==> src/verilog/slm_pkg.sv <==
package slm_pkg;
    // ****************************************
    // lane mapping modes handled here
    // ****************************************
    localparam logic [3:0] MODE_8BIT_64B = 4'hC;
    localparam logic [3:0] MODE_9BIT_8B10B = 4'hD;
    localparam logic [3:0] MODE_9BIT_QUAD = 4'hE;
    localparam logic [3:0] MODE_9BIT_64B = 4'hF;
    // ****************************************
    // variants and test selections
    // ****************************************
    localparam logic [1:0] VAR_SINGLE = 2'h0;
    localparam logic [1:0] VAR_DUAL = 2'h1;
    localparam logic [1:0] VAR_QUAD = 2'h2;
    localparam logic [1:0] TEST_OFF = 2'h0;
    localparam logic [1:0] TEST_RAMP = 2'h1;
    localparam logic [1:0] TEST_CLOCK = 2'h2;
    localparam logic [1:0] SYNC_CRC12 = 2'h0;
    localparam logic [1:0] SYNC_FEC = 2'h1;
    // ****************************************
    // geometry and reset values
    // ****************************************
    localparam int LANES = 8;
    localparam int OCTETS = 5;
    localparam int SAMPLES = 16;
    localparam logic [39:0] LANE_RESET = 40'h00_0000_0000;
    localparam logic [7:0] RAMP_STEP = 8'h01;
    localparam logic [15:0] CLOCK_WORD = 16'hFF00;
    localparam logic [7:0] LANES_ALL = 8'hFF;
    localparam logic [7:0] LANES_LOW = 8'h0F;
    localparam logic [7:0] LANES_LOW2 = 8'h03;
    localparam logic [7:0] LANES_NONE = 8'h00;
endpackage

==> src/verilog/slm_lane_if.sv <==
`timescale 1ns/1ns
// carries packed lane words from the packer to the output stage
interface slm_lane_if;
    logic [39:0] word [8];
    logic [7:0] used;
    logic [2:0] octets;
    modport src (output word, output used, output octets);
    modport dst (input word, input used, input octets);
endinterface

==> src/verilog/slm_packer.sv <==
`timescale 1ns/1ns
// combinational sample packer; lane word octet 0 sits in bits 39:32
module slm_packer
(
    // mode
    input wire logic [3:0] laneMappingMode,
    input wire logic [1:0] variant,
    // samples, channel-major: chA, chB, chC, chD
    input wire logic [8:0] sampleA [16],
    input wire logic [8:0] sampleB [16],
    input wire logic [8:0] sampleC [16],
    input wire logic [8:0] sampleD [16],
    // packed result
    slm_lane_if.src lanes
);
    // ****************************************
    // per-lane packing
    // ****************************************
    genvar gi;
    generate
        for (gi = 0; gi < 8; gi++)
        begin : g_lane
            // per-lane packing, one always_comb per lane
            always_comb
            begin
                lanes.word[gi] = slm_pkg::LANE_RESET;
                case (laneMappingMode)
                    slm_pkg::MODE_8BIT_64B:
                    begin
                        // upper 8 bits of the sample as one octet
                        if (gi < 4)
                            lanes.word[gi][39:32] = sampleA[gi][8:1];
                        else
                            lanes.word[gi][39:32] = sampleB[gi-4][8:1];
                    end
                    slm_pkg::MODE_9BIT_8B10B:
                    begin
                        // four 9+1 bit fields fill five octets
                        if (gi < 4)
                            lanes.word[gi] = {sampleA[gi], 1'b0, sampleA[gi+4], 1'b0,
                                sampleA[gi+8], 1'b0, sampleA[gi+12], 1'b0};
                        else
                            lanes.word[gi] = {sampleB[gi-4], 1'b0, sampleB[gi], 1'b0,
                                sampleB[gi+4], 1'b0, sampleB[gi+8], 1'b0};
                    end
                    slm_pkg::MODE_9BIT_QUAD:
                    begin
                        // pairs of lanes per channel
                        if (gi < 2)
                            lanes.word[gi][39:16] = {sampleA[gi], 3'h0, sampleA[gi+2], 3'h0};
                        else if (gi < 4)
                            lanes.word[gi][39:16] = {sampleB[gi-2], 3'h0, sampleB[gi], 3'h0};
                        else if (gi < 6)
                            lanes.word[gi][39:16] = {sampleC[gi-4], 3'h0,
                                sampleC[gi-2], 3'h0};
                        else
                            lanes.word[gi][39:16] = {sampleD[gi-6], 3'h0,
                                sampleD[gi-4], 3'h0};
                    end
                    slm_pkg::MODE_9BIT_64B:
                    begin
                        // samples k and k+4 per lane
                        if (gi < 4)
                            lanes.word[gi][39:16] = {sampleA[gi], 3'h0, sampleA[gi+4], 3'h0};
                        else
                            lanes.word[gi][39:16] = {sampleB[gi-4], 3'h0,
                                sampleB[gi], 3'h0};
                    end
                    default:
                        lanes.word[gi] = slm_pkg::LANE_RESET;
                endcase
            end
        end
    endgenerate

    // ****************************************
    // lanes in use per mode and variant
    // ****************************************
    // fewer channels leave the upper lanes dark
    always_comb
    begin
        lanes.used = slm_pkg::LANES_NONE;
        lanes.octets = 3'h3;
        case (laneMappingMode)
            slm_pkg::MODE_8BIT_64B, slm_pkg::MODE_9BIT_8B10B, slm_pkg::MODE_9BIT_64B:
            begin
                lanes.used = (variant == slm_pkg::VAR_SINGLE) ? slm_pkg::LANES_LOW
                    : slm_pkg::LANES_ALL;
                lanes.octets = (laneMappingMode == slm_pkg::MODE_8BIT_64B) ? 3'h1
                    : (laneMappingMode == slm_pkg::MODE_9BIT_8B10B) ? 3'h5 : 3'h3;
            end
            slm_pkg::MODE_9BIT_QUAD:
            begin
                lanes.used = (variant == slm_pkg::VAR_QUAD) ? slm_pkg::LANES_ALL
                    : (variant == slm_pkg::VAR_DUAL) ? slm_pkg::LANES_LOW
                    : slm_pkg::LANES_LOW2;
            end
            default:
                lanes.used = slm_pkg::LANES_NONE;
        endcase
    end
endmodule

==> src/verilog/slm_lane_mapper.sv <==
`timescale 1ns/1ns
// Operation
// - mode 12: one 8-bit octet per lane, chA lanes 0-3, chB lanes 4-7.
// - mode 13 8b10b: four 9-bit samples plus zero bit in five octets.
// - mode 14: two samples per lane, three zero pad bits, four channels.
// - mode 15: lane k carries samples k and k+4, padded to three octets.
// - sync header offers CRC-12; no CRC-3 variant.
// - FEC offered as alternative sync header mode.
// - alternate lanes allowed only in modes using four lanes or fewer.
// - group select 0 drives D3-D0, 1 drives same data on D7-D4.
// - only one lane group driven in modes using four lanes or fewer.
// - power-down input high disables all serial output drivers.
// - mode setting can also force power-down.
// - configuration held intact through power-down.
// - test modes inject known patterns into output path.
// - lanes powered and rated by mapping mode whatever the test mode.
module slm_lane_mapper
(
    // clock and reset
    input wire logic core_clk,
    input wire logic rst,
    // configuration
    input wire logic [3:0] laneMappingMode,
    input wire logic [1:0] variant,
    input wire logic laneGroupSelect,
    input wire logic [1:0] syncHeaderMode,
    input wire logic [1:0] serializerTestSelect,
    input wire logic modePowerDown,
    input wire logic powerDownInput,
    input wire logic sampleValid,
    // samples
    input wire logic [8:0] sampleA [16],
    input wire logic [8:0] sampleB [16],
    input wire logic [8:0] sampleC [16],
    input wire logic [8:0] sampleD [16],
    // lanes
    output logic [39:0] laneData [8],
    output logic [7:0] laneEnable,
    output logic [2:0] laneOctets,
    output logic syncCrc12,
    output logic syncFec,
    output logic altRefused,
    output logic poweredDown
);
    slm_lane_if lanes ();

    logic [39:0] laneData_r [8];
    logic [39:0] laneData_nxt [8];
    logic [7:0] laneEnable_r;
    logic [7:0] laneEnable_nxt;
    logic [2:0] laneOctets_r;
    logic [2:0] laneOctets_nxt;
    logic [7:0] ramp_r;
    logic [7:0] ramp_nxt;
    logic [15:0] clkPat_r;
    logic [15:0] clkPat_nxt;
    logic pd;
    logic altOk;
    logic [7:0] sel;

    // ****************************************
    // packing
    // ****************************************
    slm_packer i_slm_packer
    (
        .laneMappingMode(laneMappingMode),
        .variant(variant),
        .sampleA(sampleA),
        .sampleB(sampleB),
        .sampleC(sampleC),
        .sampleD(sampleD),
        .lanes(lanes.src)
    );

    // ****************************************
    // power-down and lane group choice
    // ****************************************
    // pin or mode may power down; config inputs untouched
    assign pd = powerDownInput | modePowerDown;
    // alternate set only when mode fits in the low four lanes
    assign altOk = (lanes.used[7:4] == 4'h0);
    assign altRefused = laneGroupSelect & ~altOk;
    assign poweredDown = pd;
    // crc-3 is simply not offered
    assign syncCrc12 = (syncHeaderMode == slm_pkg::SYNC_CRC12) & ~lanes.octets[2];
    assign syncFec = (syncHeaderMode == slm_pkg::SYNC_FEC) & ~lanes.octets[2];

    // one group only: the low mask moves up, never duplicated
    always_comb
    begin
        sel = lanes.used;
        if (laneGroupSelect && altOk)
            sel = {lanes.used[3:0], 4'h0};
    end

    // ****************************************
    // output staging
    // ****************************************
    // next values for lanes and test generators
    always_comb
    begin
        ramp_nxt = ramp_r + slm_pkg::RAMP_STEP;
        clkPat_nxt = {clkPat_r[14:0], clkPat_r[15]};
        // lane count and rate follow mode, not test
        laneEnable_nxt = pd ? slm_pkg::LANES_NONE : sel;
        laneOctets_nxt = lanes.octets;
        for (int i = 0; i < 8; i++)
        begin
            laneData_nxt[i] = slm_pkg::LANE_RESET;
        end
        for (int i = 0; i < 8; i++)
        begin
            if (!pd && sel[i])
            begin
                // known patterns replace samples
                case (serializerTestSelect)
                    slm_pkg::TEST_RAMP:
                        laneData_nxt[i] = {5{ramp_r}};
                    slm_pkg::TEST_CLOCK:
                        laneData_nxt[i] = {clkPat_r, clkPat_r, clkPat_r[15:8]};
                    default:
                        laneData_nxt[i] = (laneGroupSelect && altOk) ?
                            lanes.word[(i + 4) % 8] : lanes.word[i];
                endcase
            end
        end
        if (!sampleValid && serializerTestSelect == slm_pkg::TEST_OFF)
        begin
            for (int i = 0; i < 8; i++)
            begin
                laneData_nxt[i] = laneData_r[i];
            end
        end
    end

    // register stage
    always_ff @(posedge core_clk)
    begin
        if (rst)
        begin
            for (int i = 0; i < 8; i++)
            begin
                laneData_r[i] <= slm_pkg::LANE_RESET;
            end
            laneEnable_r <= slm_pkg::LANES_NONE;
            laneOctets_r <= 3'h0;
            ramp_r <= 8'h00;
            clkPat_r <= slm_pkg::CLOCK_WORD;
        end
        else
        begin
            laneData_r <= laneData_nxt;
            laneEnable_r <= laneEnable_nxt;
            laneOctets_r <= laneOctets_nxt;
            ramp_r <= ramp_nxt;
            clkPat_r <= clkPat_nxt;
        end
    end

    assign laneData = laneData_r;
    assign laneEnable = laneEnable_r;
    assign laneOctets = laneOctets_r;
endmodule

==> config.mk <==
export PLATFORM = sky130hd
export DESIGN_NAME = slm_lane_mapper
export DESIGN_NICKNAME = d
export VERILOG_FILES = /design/src/verilog/slm_pkg.sv /design/src/verilog/slm_lane_if.sv /design/src/verilog/slm_packer.sv /design/src/verilog/slm_lane_mapper.sv
export SDC_FILE = /design/constraint.sdc
export NUM_CORES = 1
export LEC_CHECK = 0
export BUFFER_PORTS_ARGS = -buffer_cell sky130_fd_sc_hd__buf_2
export CAP_MARGIN = 10
export CORE_AREA = 5 5 361 363
export DETAILED_ROUTE_END_ITERATION = 8
export DIE_AREA = 0 0 366 368
export SLEW_MARGIN = 5
export SYNTH_ARGS = -nofsm -noshare
export SYNTH_HDL_FRONTEND = slang
export SYNTH_SLANG_ARGS = --single-unit
==> constraint.sdc <==
create_clock -name core_clk -period 2.89 [get_ports core_clk]
set_clock_uncertainty 0.15 [all_clocks]
set_input_delay 0.578 -clock core_clk [delete_from_list [all_inputs] [get_ports core_clk]]
set_output_delay 0.578 -clock core_clk [all_outputs]
set_load 0.01 [all_outputs]
==> out/results.ini, run 1 <==
[timing]
slew_viol_final=0
slew_headroom=0.09232
setup_viol=0
period_share=0.8907
max_freq_mhz=388.5
fin_crit_ns=2.574
hold_viol_final=0
worstMarginPinSlew_ns=1.362
hold_ws_ns=0.08329
rsz0062_at_grt=no

[cts]
clock-root-buffer=clkbuf_16
clock_sinks=339
cts_tree=done
cts_made_buffers=45
cts_setup_buffers=0
clkLatencyLatePin_ns=0.64
cts.clk_slew.worst_paths_ns=0.06
cts_hold_buf=0
ctsLongestPathBuffers=3
cts_resized=0
htreeDepth=2

[floorplan]
start_util=0.1397
die-area_um2=134700
core_area_um2=126700
io_pins=927
die_y_um=368
dieWidth_um=366
rows=131

[routing]
drc_errors=0
drtIter0Drc=1661
drtPass1Iterations=5
wire_per_inst_um=29.00
vias_per_cell=4.486
ant_nets=0
via_count=21067
drt-total-wl_um=136200

[outcome]
status=completed

[grt]
grt_pass1_wl_um=179200
grt_pass1_vias=20399
grt-ovfl-total=0
grt_max_degree=98
grtUsageTotal=0.1922
antenna_found_initial=48

[critical_path]
crit_family=compound AO/OA/AOI/OAI gates
crit_required_ns=3.24
cp-end-kind=flop
path_max_fanout=5
critPathLaunchType=input pin
max_stage_delay_ns=1.02
timing.critical_path.buf_inv=2
critical_path_class=input pin to flop
cp.arrival_ns=2.92
slowest_stage=a21oi_1
worstPathCellList=buf_2, inv_1, ha_4, a21bo_2, a21oi_1, nor2_1, nand4_1, nand3_1

[synth]
netlist.area_leader.share=0.3833
synth-seq-area-share=0.3833
yosysUniqueCellTypes=67
synthArstFlopShare=0
syn_inst=2182
yosysTopAreaCell=dfxtp_1
ys_seq_elements=339
yosysWarnings=0
yosys-top-cells-area=dfxtp_1, nand2_1, mux2i_1
synth_ff_type=dfxtp_1
avgSynthCellArea_um2=8.114
synth_nets=2780
synthesis.area_um2=17710
synth_edf_count=0

[pwr]
p_leak_nw=12.21
power_density_nw_per_um2=501.3
ir_drop_mv=0.3409

[placement]
place_hpwl_um=113700
gp_congestion=0.9284
placedInstanceArea_um2=24950
port_buffers=710

[final_layout]
finish.instance_area_um2=26540
nNetsFinal=3576
area_growth_syn_to_layout_pct=49.87
most-common-layout-cells=buf_2, nand2_1, dfxtp_1
layout_commonest_cell=buf_2
layout-drive-gt1-share=0.3602

[job]
cap_violations=0

[worst_hold_path]
min_path_type=input pin to flop

==> worst register-to-register path, cell delays in order, from the launching register on <==
cell     delay (ns)
dfxtp_1        0.32
a21bo_2        0.20
a21oi_1        1.02
nor2_1         0.30
nand4_1        0.20
nand3_1        0.09
==> report_power, final <==
group          internal [mW]  switching, mW
combinational          0.924           1.61
sequential              4.72         0.0291
clock                   3.47           2.54
total                   9.12           4.18
==> final timing paths <==
kind / startpoint / endpoint / slack (ns) / cells past startpoint
max: serializerTestSelect[1] / laneData[199] / 0.32 / 8
min: sampleA[57] / laneData[94] / 0.08 / 3
max reg2reg: ramp_r[7] / laneData[199] / 0.46 / 5
min reg2reg: clkPat_r[9] / clkPat_r[10] / 0.28 / 1
==> flip-flops by register name (all words and copies together) (netlist names) <==
| register | cells |
|---|---|
| laneOctets | 3 |
| laneEnable | 4 |
| ramp_r | 8 |
| laneData | 308 |
| clkPat_r | 16 |
==> cell families (layout without fill, tap and decap cells) <==
logic type	Yosys count	after routing	synth area share
and+or+nand+nor	805	805	0.1953
AOI/OAI and AO/OA	613	613	0.2442
DFF	339	339	0.3833
buffers and inverters	210	1040	0.05314
muxes	203	203	0.1169
adders and majority gates	6	6	0.004240
xor gates and xnor gates	6	6	0.002968
other	0	22	0
==> routing by layer <==
metal  vias to the layer above  share of wire  track usage
met5                         -         0.0012            0
met2                       986           0.44       0.3088
met1                     10335           0.42       0.2406
met3                       198          0.088      0.06440
met4                        22          0.041      0.06778
li1                       9526              -            -
==> synthesized netlist by cell type, drive strengths merged (3+ instances only) <==
| master | instances |
|---|---|
| a21o | 11 |
| a311o | 4 |
| dfxtp | 339 |
| a311oi | 10 |
| a221o | 27 |
| nor3 | 34 |
| nand3b | 3 |
| and3 | 11 |
| o211ai | 107 |
| nand2b | 21 |
| xor2 | 4 |
| a21boi | 4 |
| nand2 | 476 |
| a32oi | 3 |
| or3 | 4 |
| a21bo | 4 |
| nor2b | 12 |
| a22oi | 9 |
| o221ai | 6 |
| mux2 | 30 |
| a22o | 23 |
| o21ai | 93 |
| nand4 | 14 |
| buf | 100 |
| nor2 | 126 |
| a211o | 45 |
| o31ai | 6 |
| ha | 6 |
| nor4 | 11 |
| o41ai | 4 |
| o31a | 4 |
| a21oi | 149 |
| clkbuf | 97 |
| or2 | 9 |
| a211oi | 57 |
| inv | 13 |
| o311ai | 12 |
| a32o | 30 |
| and2 | 5 |
| mux2i | 173 |
| nor3b | 3 |
| nand3 | 70 |
==> metrics by stage <==
stage	power [mW]	utilization	TNS (ns)	std cells	setup WS (ns)
finish	13.30	0.2094	0	4696	0.3160
detailed placement	7.402	0.1969	-4.338	4593	-0.2263
global route	13.79	0.2091	0	4679	0.3023
floorplan	5.930	-	0	2182	0.3848
CTS	13.50	0.2090	0	4674	0.3461
global placement	7.393	0.1969	-4.118	4593	-0.2114
==> cell type report <==
type	instances	area [um^2]
Clock inverter	18	255.2
Fill cell	14203	100200
Multi-Input combinational cell	1633	10090
Clock buffer	63	1274
Tap cell	1662	2079
Timing Repair Buffer	946	5947
Sequential cell	339	6787
Inverter	13	48.80
Antenna cell	22	55.05
No activity file was read; power rests on OpenSTA's default activity.
==> run 2: changes to the inputs <==
CELL_PAD_IN_SITES_DETAIL_PLACEMENT = 2   (was unset)
CELL_PAD_IN_SITES_GLOBAL_PLACEMENT = 2   (was unset)
PLACE_DENSITY_LB_ADDON = 0.1   (was unset)
==> run 2 against run 1 <==
- register-to-register slack gained 0.28 ns
- critical path depth grew 1
- first-iteration DRC count shrank 46%
- critical endpoint is now laneData[147]
- largest power group unchanged
==> out/results.ini, run 2 (synthesis gave the netlist of run 1 again) <==
[cts]
clock_sinks=339  ; unchanged
ctsLongestPathBuffers=3  ; unchanged
cts_resized=0  ; unchanged
cts.clk_slew.worst_paths_ns=0.06  ; about the same
cts_setup_buffers=0  ; unchanged
clkLatencyLatePin_ns=0.64  ; about the same
cts_hold_buf=0  ; unchanged
cts_made_buffers=50  ; was 45
htreeDepth=2  ; unchanged
cts_tree=done  ; unchanged
clock-root-buffer=clkbuf_16  ; unchanged

[pwr]
ir_drop_mv=0.4073  ; was 0.3409 mV
p_leak_nw=12.38  ; was 12.21 nW
power_density_nw_per_um2=517.8  ; was 501.3 nW/um^2

[final_layout]
fillCellCount=14752  ; was 14203
layout-drive-gt1-share=0.3644  ; was 0.3602
utilization=0.2121  ; was 0.2094
multi_input_area_um2=10090  ; unchanged
seq_area_um2=6787  ; unchanged
area_growth_syn_to_layout_pct=51.81  ; was 49.87%
most-common-layout-cells=buf_2, nand2_1, dfxtp_1  ; unchanged
nNetsFinal=3597  ; was 3576
final_cells=4720  ; was 4696
finish.instance_area_um2=26880  ; was 26540 um^2
largest_reg_flops=308  ; unchanged
layout_commonest_cell=buf_2  ; unchanged

[placement]
port_buffers=710  ; unchanged
placedInstanceArea_um2=25110  ; was 24950 um^2
placed_cells=4609  ; was 4593
place_hpwl_um=116200  ; was 113700 um
gp_congestion=0.8039  ; was 0.9284
pre_cts_slack_ns=-0.3998  ; was -0.2263 ns

[floorplan]
start_util=0.1397  ; unchanged
die_y_um=368  ; unchanged
die-area_um2=134700  ; unchanged
io_pins=927  ; unchanged
dieWidth_um=366  ; unchanged
core_area_um2=126700  ; unchanged
rows=131  ; unchanged

[grt]
grt-ovfl-total=0  ; unchanged
grt_use_met3=0.05015  ; was 0.06440
grt_max_degree=73  ; was 98
busiest_layer=met2  ; unchanged
grt_pass1_vias=23098  ; was 20399
grt_pass1_wl_um=189700  ; was 179200 um
use_met2=0.3503  ; was 0.3088
antenna_found_initial=42  ; was 48
grtUsageTotal=0.1990  ; was 0.1922
grtUsageMet1=0.2351  ; was 0.2406

[routing]
ant_nets=0  ; unchanged
vias_per_cell=4.402  ; was 4.486
drtPass1Iterations=5  ; unchanged
drc_errors=0  ; unchanged
drt-total-wl_um=140600  ; was 136200 um
wire_per_inst_um=29.79  ; was 29.00 um
via_count=20779  ; was 21067
drtIter0Drc=890  ; was 1661

[timing]
slew_headroom=0.2840  ; was 0.09232
max_freq_mhz=391.0  ; was 388.5 MHz
final.setup.tns_ns=0  ; unchanged
setup_viol=0  ; unchanged
worstMarginPinSlew_ns=1.066  ; was 1.362 ns
rsz0062_at_grt=no  ; unchanged
setup_slack_ns=0.3324  ; was 0.3160 ns
fin_crit_ns=2.558  ; was 2.574 ns
hold_viol_final=0  ; unchanged
period_share=0.8850  ; was 0.8907
slew_viol_final=0  ; unchanged

[critical_path]
reg2reg_depth=5  ; unchanged
r2r-start=ramp_r[4]  ; was ramp_r[7]
slowest_stage=o21ai_4  ; was a21oi_1
worstPathCellList=buf_2, inv_1, ha_1, nand2_1, o21ai_4, a211oi_1, buf_4, a211oi_1, a211o_1  ; was buf_2, inv_1, ha_4, a21bo_2, a21oi_1, nor2_1, nand4_1, nand3_1
crit_required_ns=3.31  ; was 3.24 ns
reg2reg_to=laneData[116]  ; was laneData[199]
crit_path_start=variant[0]  ; was serializerTestSelect[1]
worst-r2r-setup-slack_ns=0.74  ; was 0.46 ns
critical_path_class=input pin to flop  ; unchanged
cp.arrival_ns=2.98  ; was 2.92 ns
max_stage_delay_ns=0.67  ; was 1.02 ns
critPathLaunchType=input pin  ; unchanged
path_max_fanout=11  ; was 5
cp-end-kind=flop  ; unchanged
worst_path_most_repeated_cell=a211oi_1

[job]
cap_violations=0  ; unchanged

[worst_hold_path]
min_to=laneData[313]  ; was laneData[94]
holdPathStages=3  ; unchanged
hold_start=sampleA[137]  ; was sampleA[57]
min_path_type=input pin to flop  ; unchanged

[outcome]
status=completed  ; unchanged

-- run 2: cell count changes in the layout (fill, tap and decap cells not counted), sizes merged --
cell and change:
clkbuf +13, buf +16, bufinv +1, diode +1, clkinvlp -2, inv -4, clkinv -1
-- run 2: cell type report --
| class | count | area share |
|---|---|---|
| Antenna cell | 23 | 0.002141 |
| Clock buffer | 76 | 0.05581 |
| Inverter | 13 | 0.001815 |
| Tap cell | 1662 | 0.07737 |
| Timing Repair Buffer | 962 | 0.2271 |
| Multi-Input combinational cell | 1633 | 0.3754 |
| Sequential cell | 339 | 0.2525 |
| Clock inverter | 12 | 0.007867 |
-- run 2: worst max path at each step --
stage                          to  cells after the start
floorplan            laneData[12]                      8
global placement    laneData[147]                      9
detailed placement  laneData[147]                      9
CTS                 laneData[147]                      9
global route        laneData[147]                      9
finish              laneData[147]                      9
-- run 2: worst max-delay path, delay by kind of cell --
kind	cells	cell delay, ns
compound gates	4	1.50
buf+inv	3	0.39
simple gates	1	0.25
fa+ha+maj	1	0.24
-- run 2: power breakdown --
| group | internal [mW] | switching [mW] | leakage [nW] |
|---|---|---|---|
| logic | 0.989 | 1.59 | 8.81 |
| registers | 4.72 | 0.0331 | 2.74 |
| clock network | 4.00 | 2.58 | 0.840 |
-- run 2: routing by layer --
metal	share of wire	vias up
li1	-	9585
met1	0.42	10417
met2	0.48	591
met3	0.058	178
met4	0.038	8
met5	0.00037	-
-- run 2: metrics by stage --
| stage | hold WS, ns | power (mW) |
|---|---|---|
| 2_1_floorplan | 0.2674 | 5.930 |
| 3_3_place_gp | 0.2734 | 7.465 |
| 3_5_place_dp | 0.2797 | 7.493 |
| 4_1_cts | 0.02169 | 14.25 |
| 5_1_grt | 0.06729 | 14.51 |
| 6_report | 0.09219 | 13.92 |
==> run 3: changes to the inputs <==
CTS_BUF_LIST = sky130_fd_sc_hd__clkbuf_16   (was unset)
==> run 3 against run 2 <==
- register-to-register slack is essentially flat
- setup slack lost 0.010 ns
- global-route usage is essentially flat
- clock power shrank 6.1%
- combinational power is essentially flat
- sequential cell count is the same
- largest cell class unchanged
- highest routed layer unchanged
==> out/results.ini, run 3 (synthesis gave the netlist of run 1 again) <==
[timing]
hold_ws_ns=0.09176  ; was 0.09219 ns
slew_headroom=0.2922  ; was 0.2840
worstMarginPinSlew_ns=1.054  ; was 1.066 ns
setup_slack_ns=0.3221  ; was 0.3324 ns
slew_viol_final=0  ; unchanged
final.setup.tns_ns=0  ; unchanged
period_share=0.8886  ; was 0.8850
fin_crit_ns=2.568  ; was 2.558 ns
setup_viol=0  ; unchanged
hold_viol_final=0  ; unchanged
max_freq_mhz=389.4  ; was 391.0 MHz
rsz0062_at_grt=no  ; unchanged

[grt]
grtUsageTotal=0.1990  ; about the same
grt_max_degree=73  ; unchanged
grt-ovfl-total=0  ; unchanged
antenna_found_initial=42  ; unchanged
grt_pass1_wl_um=189800  ; was 189700 um
grt_pass1_vias=23105  ; was 23098

[cts]
htreeDepth=2  ; unchanged
clock_sinks=339  ; unchanged
ctsLongestPathBuffers=3  ; unchanged
cts_made_buffers=50  ; unchanged
cts_resized=0  ; unchanged
cts_tree=done  ; unchanged
cts.clk_slew.worst_paths_ns=0.06  ; about the same
clock-root-buffer=clkbuf_16  ; unchanged
clkLatencyLatePin_ns=0.64  ; about the same
cts_setup_buffers=0  ; unchanged
cts_hold_buf=0  ; unchanged

[critical_path]
critical_path_class=input pin to flop  ; unchanged
cp-end-kind=flop  ; unchanged
path_max_fanout=11  ; unchanged
crit_required_ns=3.31  ; about the same
critPathLaunchType=input pin  ; unchanged
cp.arrival_ns=2.99  ; was 2.98 ns

[routing]
vias_per_cell=4.401  ; was 4.402
drt-total-wl_um=140600  ; about the same
via_count=20763  ; was 20779
drtPass1Iterations=5  ; unchanged
ant_nets=0  ; unchanged
drc_errors=0  ; unchanged
drtIter0Drc=829  ; was 890
wire_per_inst_um=29.80  ; was 29.79 um

[final_layout]
area_growth_syn_to_layout_pct=51.04  ; was 51.81%
fillCellCount=14771  ; was 14752
finish.instance_area_um2=26740  ; was 26880 um^2
layout-drive-gt1-share=0.3601  ; was 0.3644
nNetsFinal=3597  ; unchanged
utilization=0.2111  ; was 0.2121
seq_area_um2=6787  ; unchanged
largest_reg_flops=308  ; unchanged
final_cells=4718  ; was 4720
multi_input_area_um2=10090  ; unchanged
layout_commonest_cell=buf_2  ; unchanged
most-common-layout-cells=buf_2, nand2_1, dfxtp_1  ; unchanged

[outcome]
status=completed  ; unchanged

[pwr]
power_mw=13.52  ; was 13.92 mW
power_density_nw_per_um2=505.7  ; was 517.8 nW/um^2
p_leak_nw=12.36  ; was 12.38 nW
ir_drop_mv=0.4077  ; was 0.4073 mV

[floorplan]
core_area_um2=126700  ; unchanged
die-area_um2=134700  ; unchanged
io_pins=927  ; unchanged
dieWidth_um=366  ; unchanged
die_y_um=368  ; unchanged
rows=131  ; unchanged
start_util=0.1397  ; unchanged

[placement]
place_hpwl_um=116200  ; unchanged
gp_congestion=0.8039  ; unchanged
placed_cells=4609  ; unchanged
placedInstanceArea_um2=25110  ; unchanged
port_buffers=710  ; unchanged
pre_cts_slack_ns=-0.3998  ; unchanged

[job]
cap_violations=0  ; unchanged

[worst_hold_path]
min_path_type=input pin to flop  ; unchanged

[run 3: changes by cell type in the layout (fill, tap and decap cells not counted), sizes merged]
| cell | before | now |
|---|---|---|
| clkinv | 7 | 20 |
| clkbuf | 76 | 51 |
| diode | 23 | 21 |
| inv | 13 | 25 |
[run 3: critical path, cell delays in order]
cell and delay (ns):
buf_2 0.10, inv_1 0.08, ha_1 0.24, nand2_1 0.26
o21ai_4 0.67, a211oi_1 0.24, buf_4 0.21, a211oi_1 0.42
a211o_1 0.17
[run 3: worst paths after layout]
check                from  depth (start not counted)  slack [ns]       endpoint
max            variant[0]                          9        0.32  laneData[147]
min            sampleA[8]                          3        0.09    laneData[9]
min reg2reg  clkPat_r[12]                          1        0.29   clkPat_r[13]
max reg2reg     ramp_r[4]                          5        0.75  laneData[116]
[run 3: per-layer routing]
metal	global-route usage	up-vias	routed length, um
met4	0.06929	8	5421
met3	0.05015	182	8331
li1	-	9574	-
met2	0.3503	603	68180
met5	0	-	52
met1	0.2352	10396	58600
[run 3: cell type report]
class                      count  area share
multi-input combinational   1633      0.3773
sequential                   339      0.2538
timing repair buffer         962      0.2283
tap                         1662     0.07776
clock buffer                  51     0.04772
clock inverter                37     0.01142
antenna                       21    0.001965
inverter                      13    0.001825
[run 3: power by group]
part	internal (mW)	total, mW	leakage [nW]	switching, mW
Clock	3.61	6.18	0.817	2.57
Combinational	0.989	2.59	8.81	1.60
Sequential	4.72	4.76	2.74	0.0330
Total	9.32	13.5	12.4	4.21
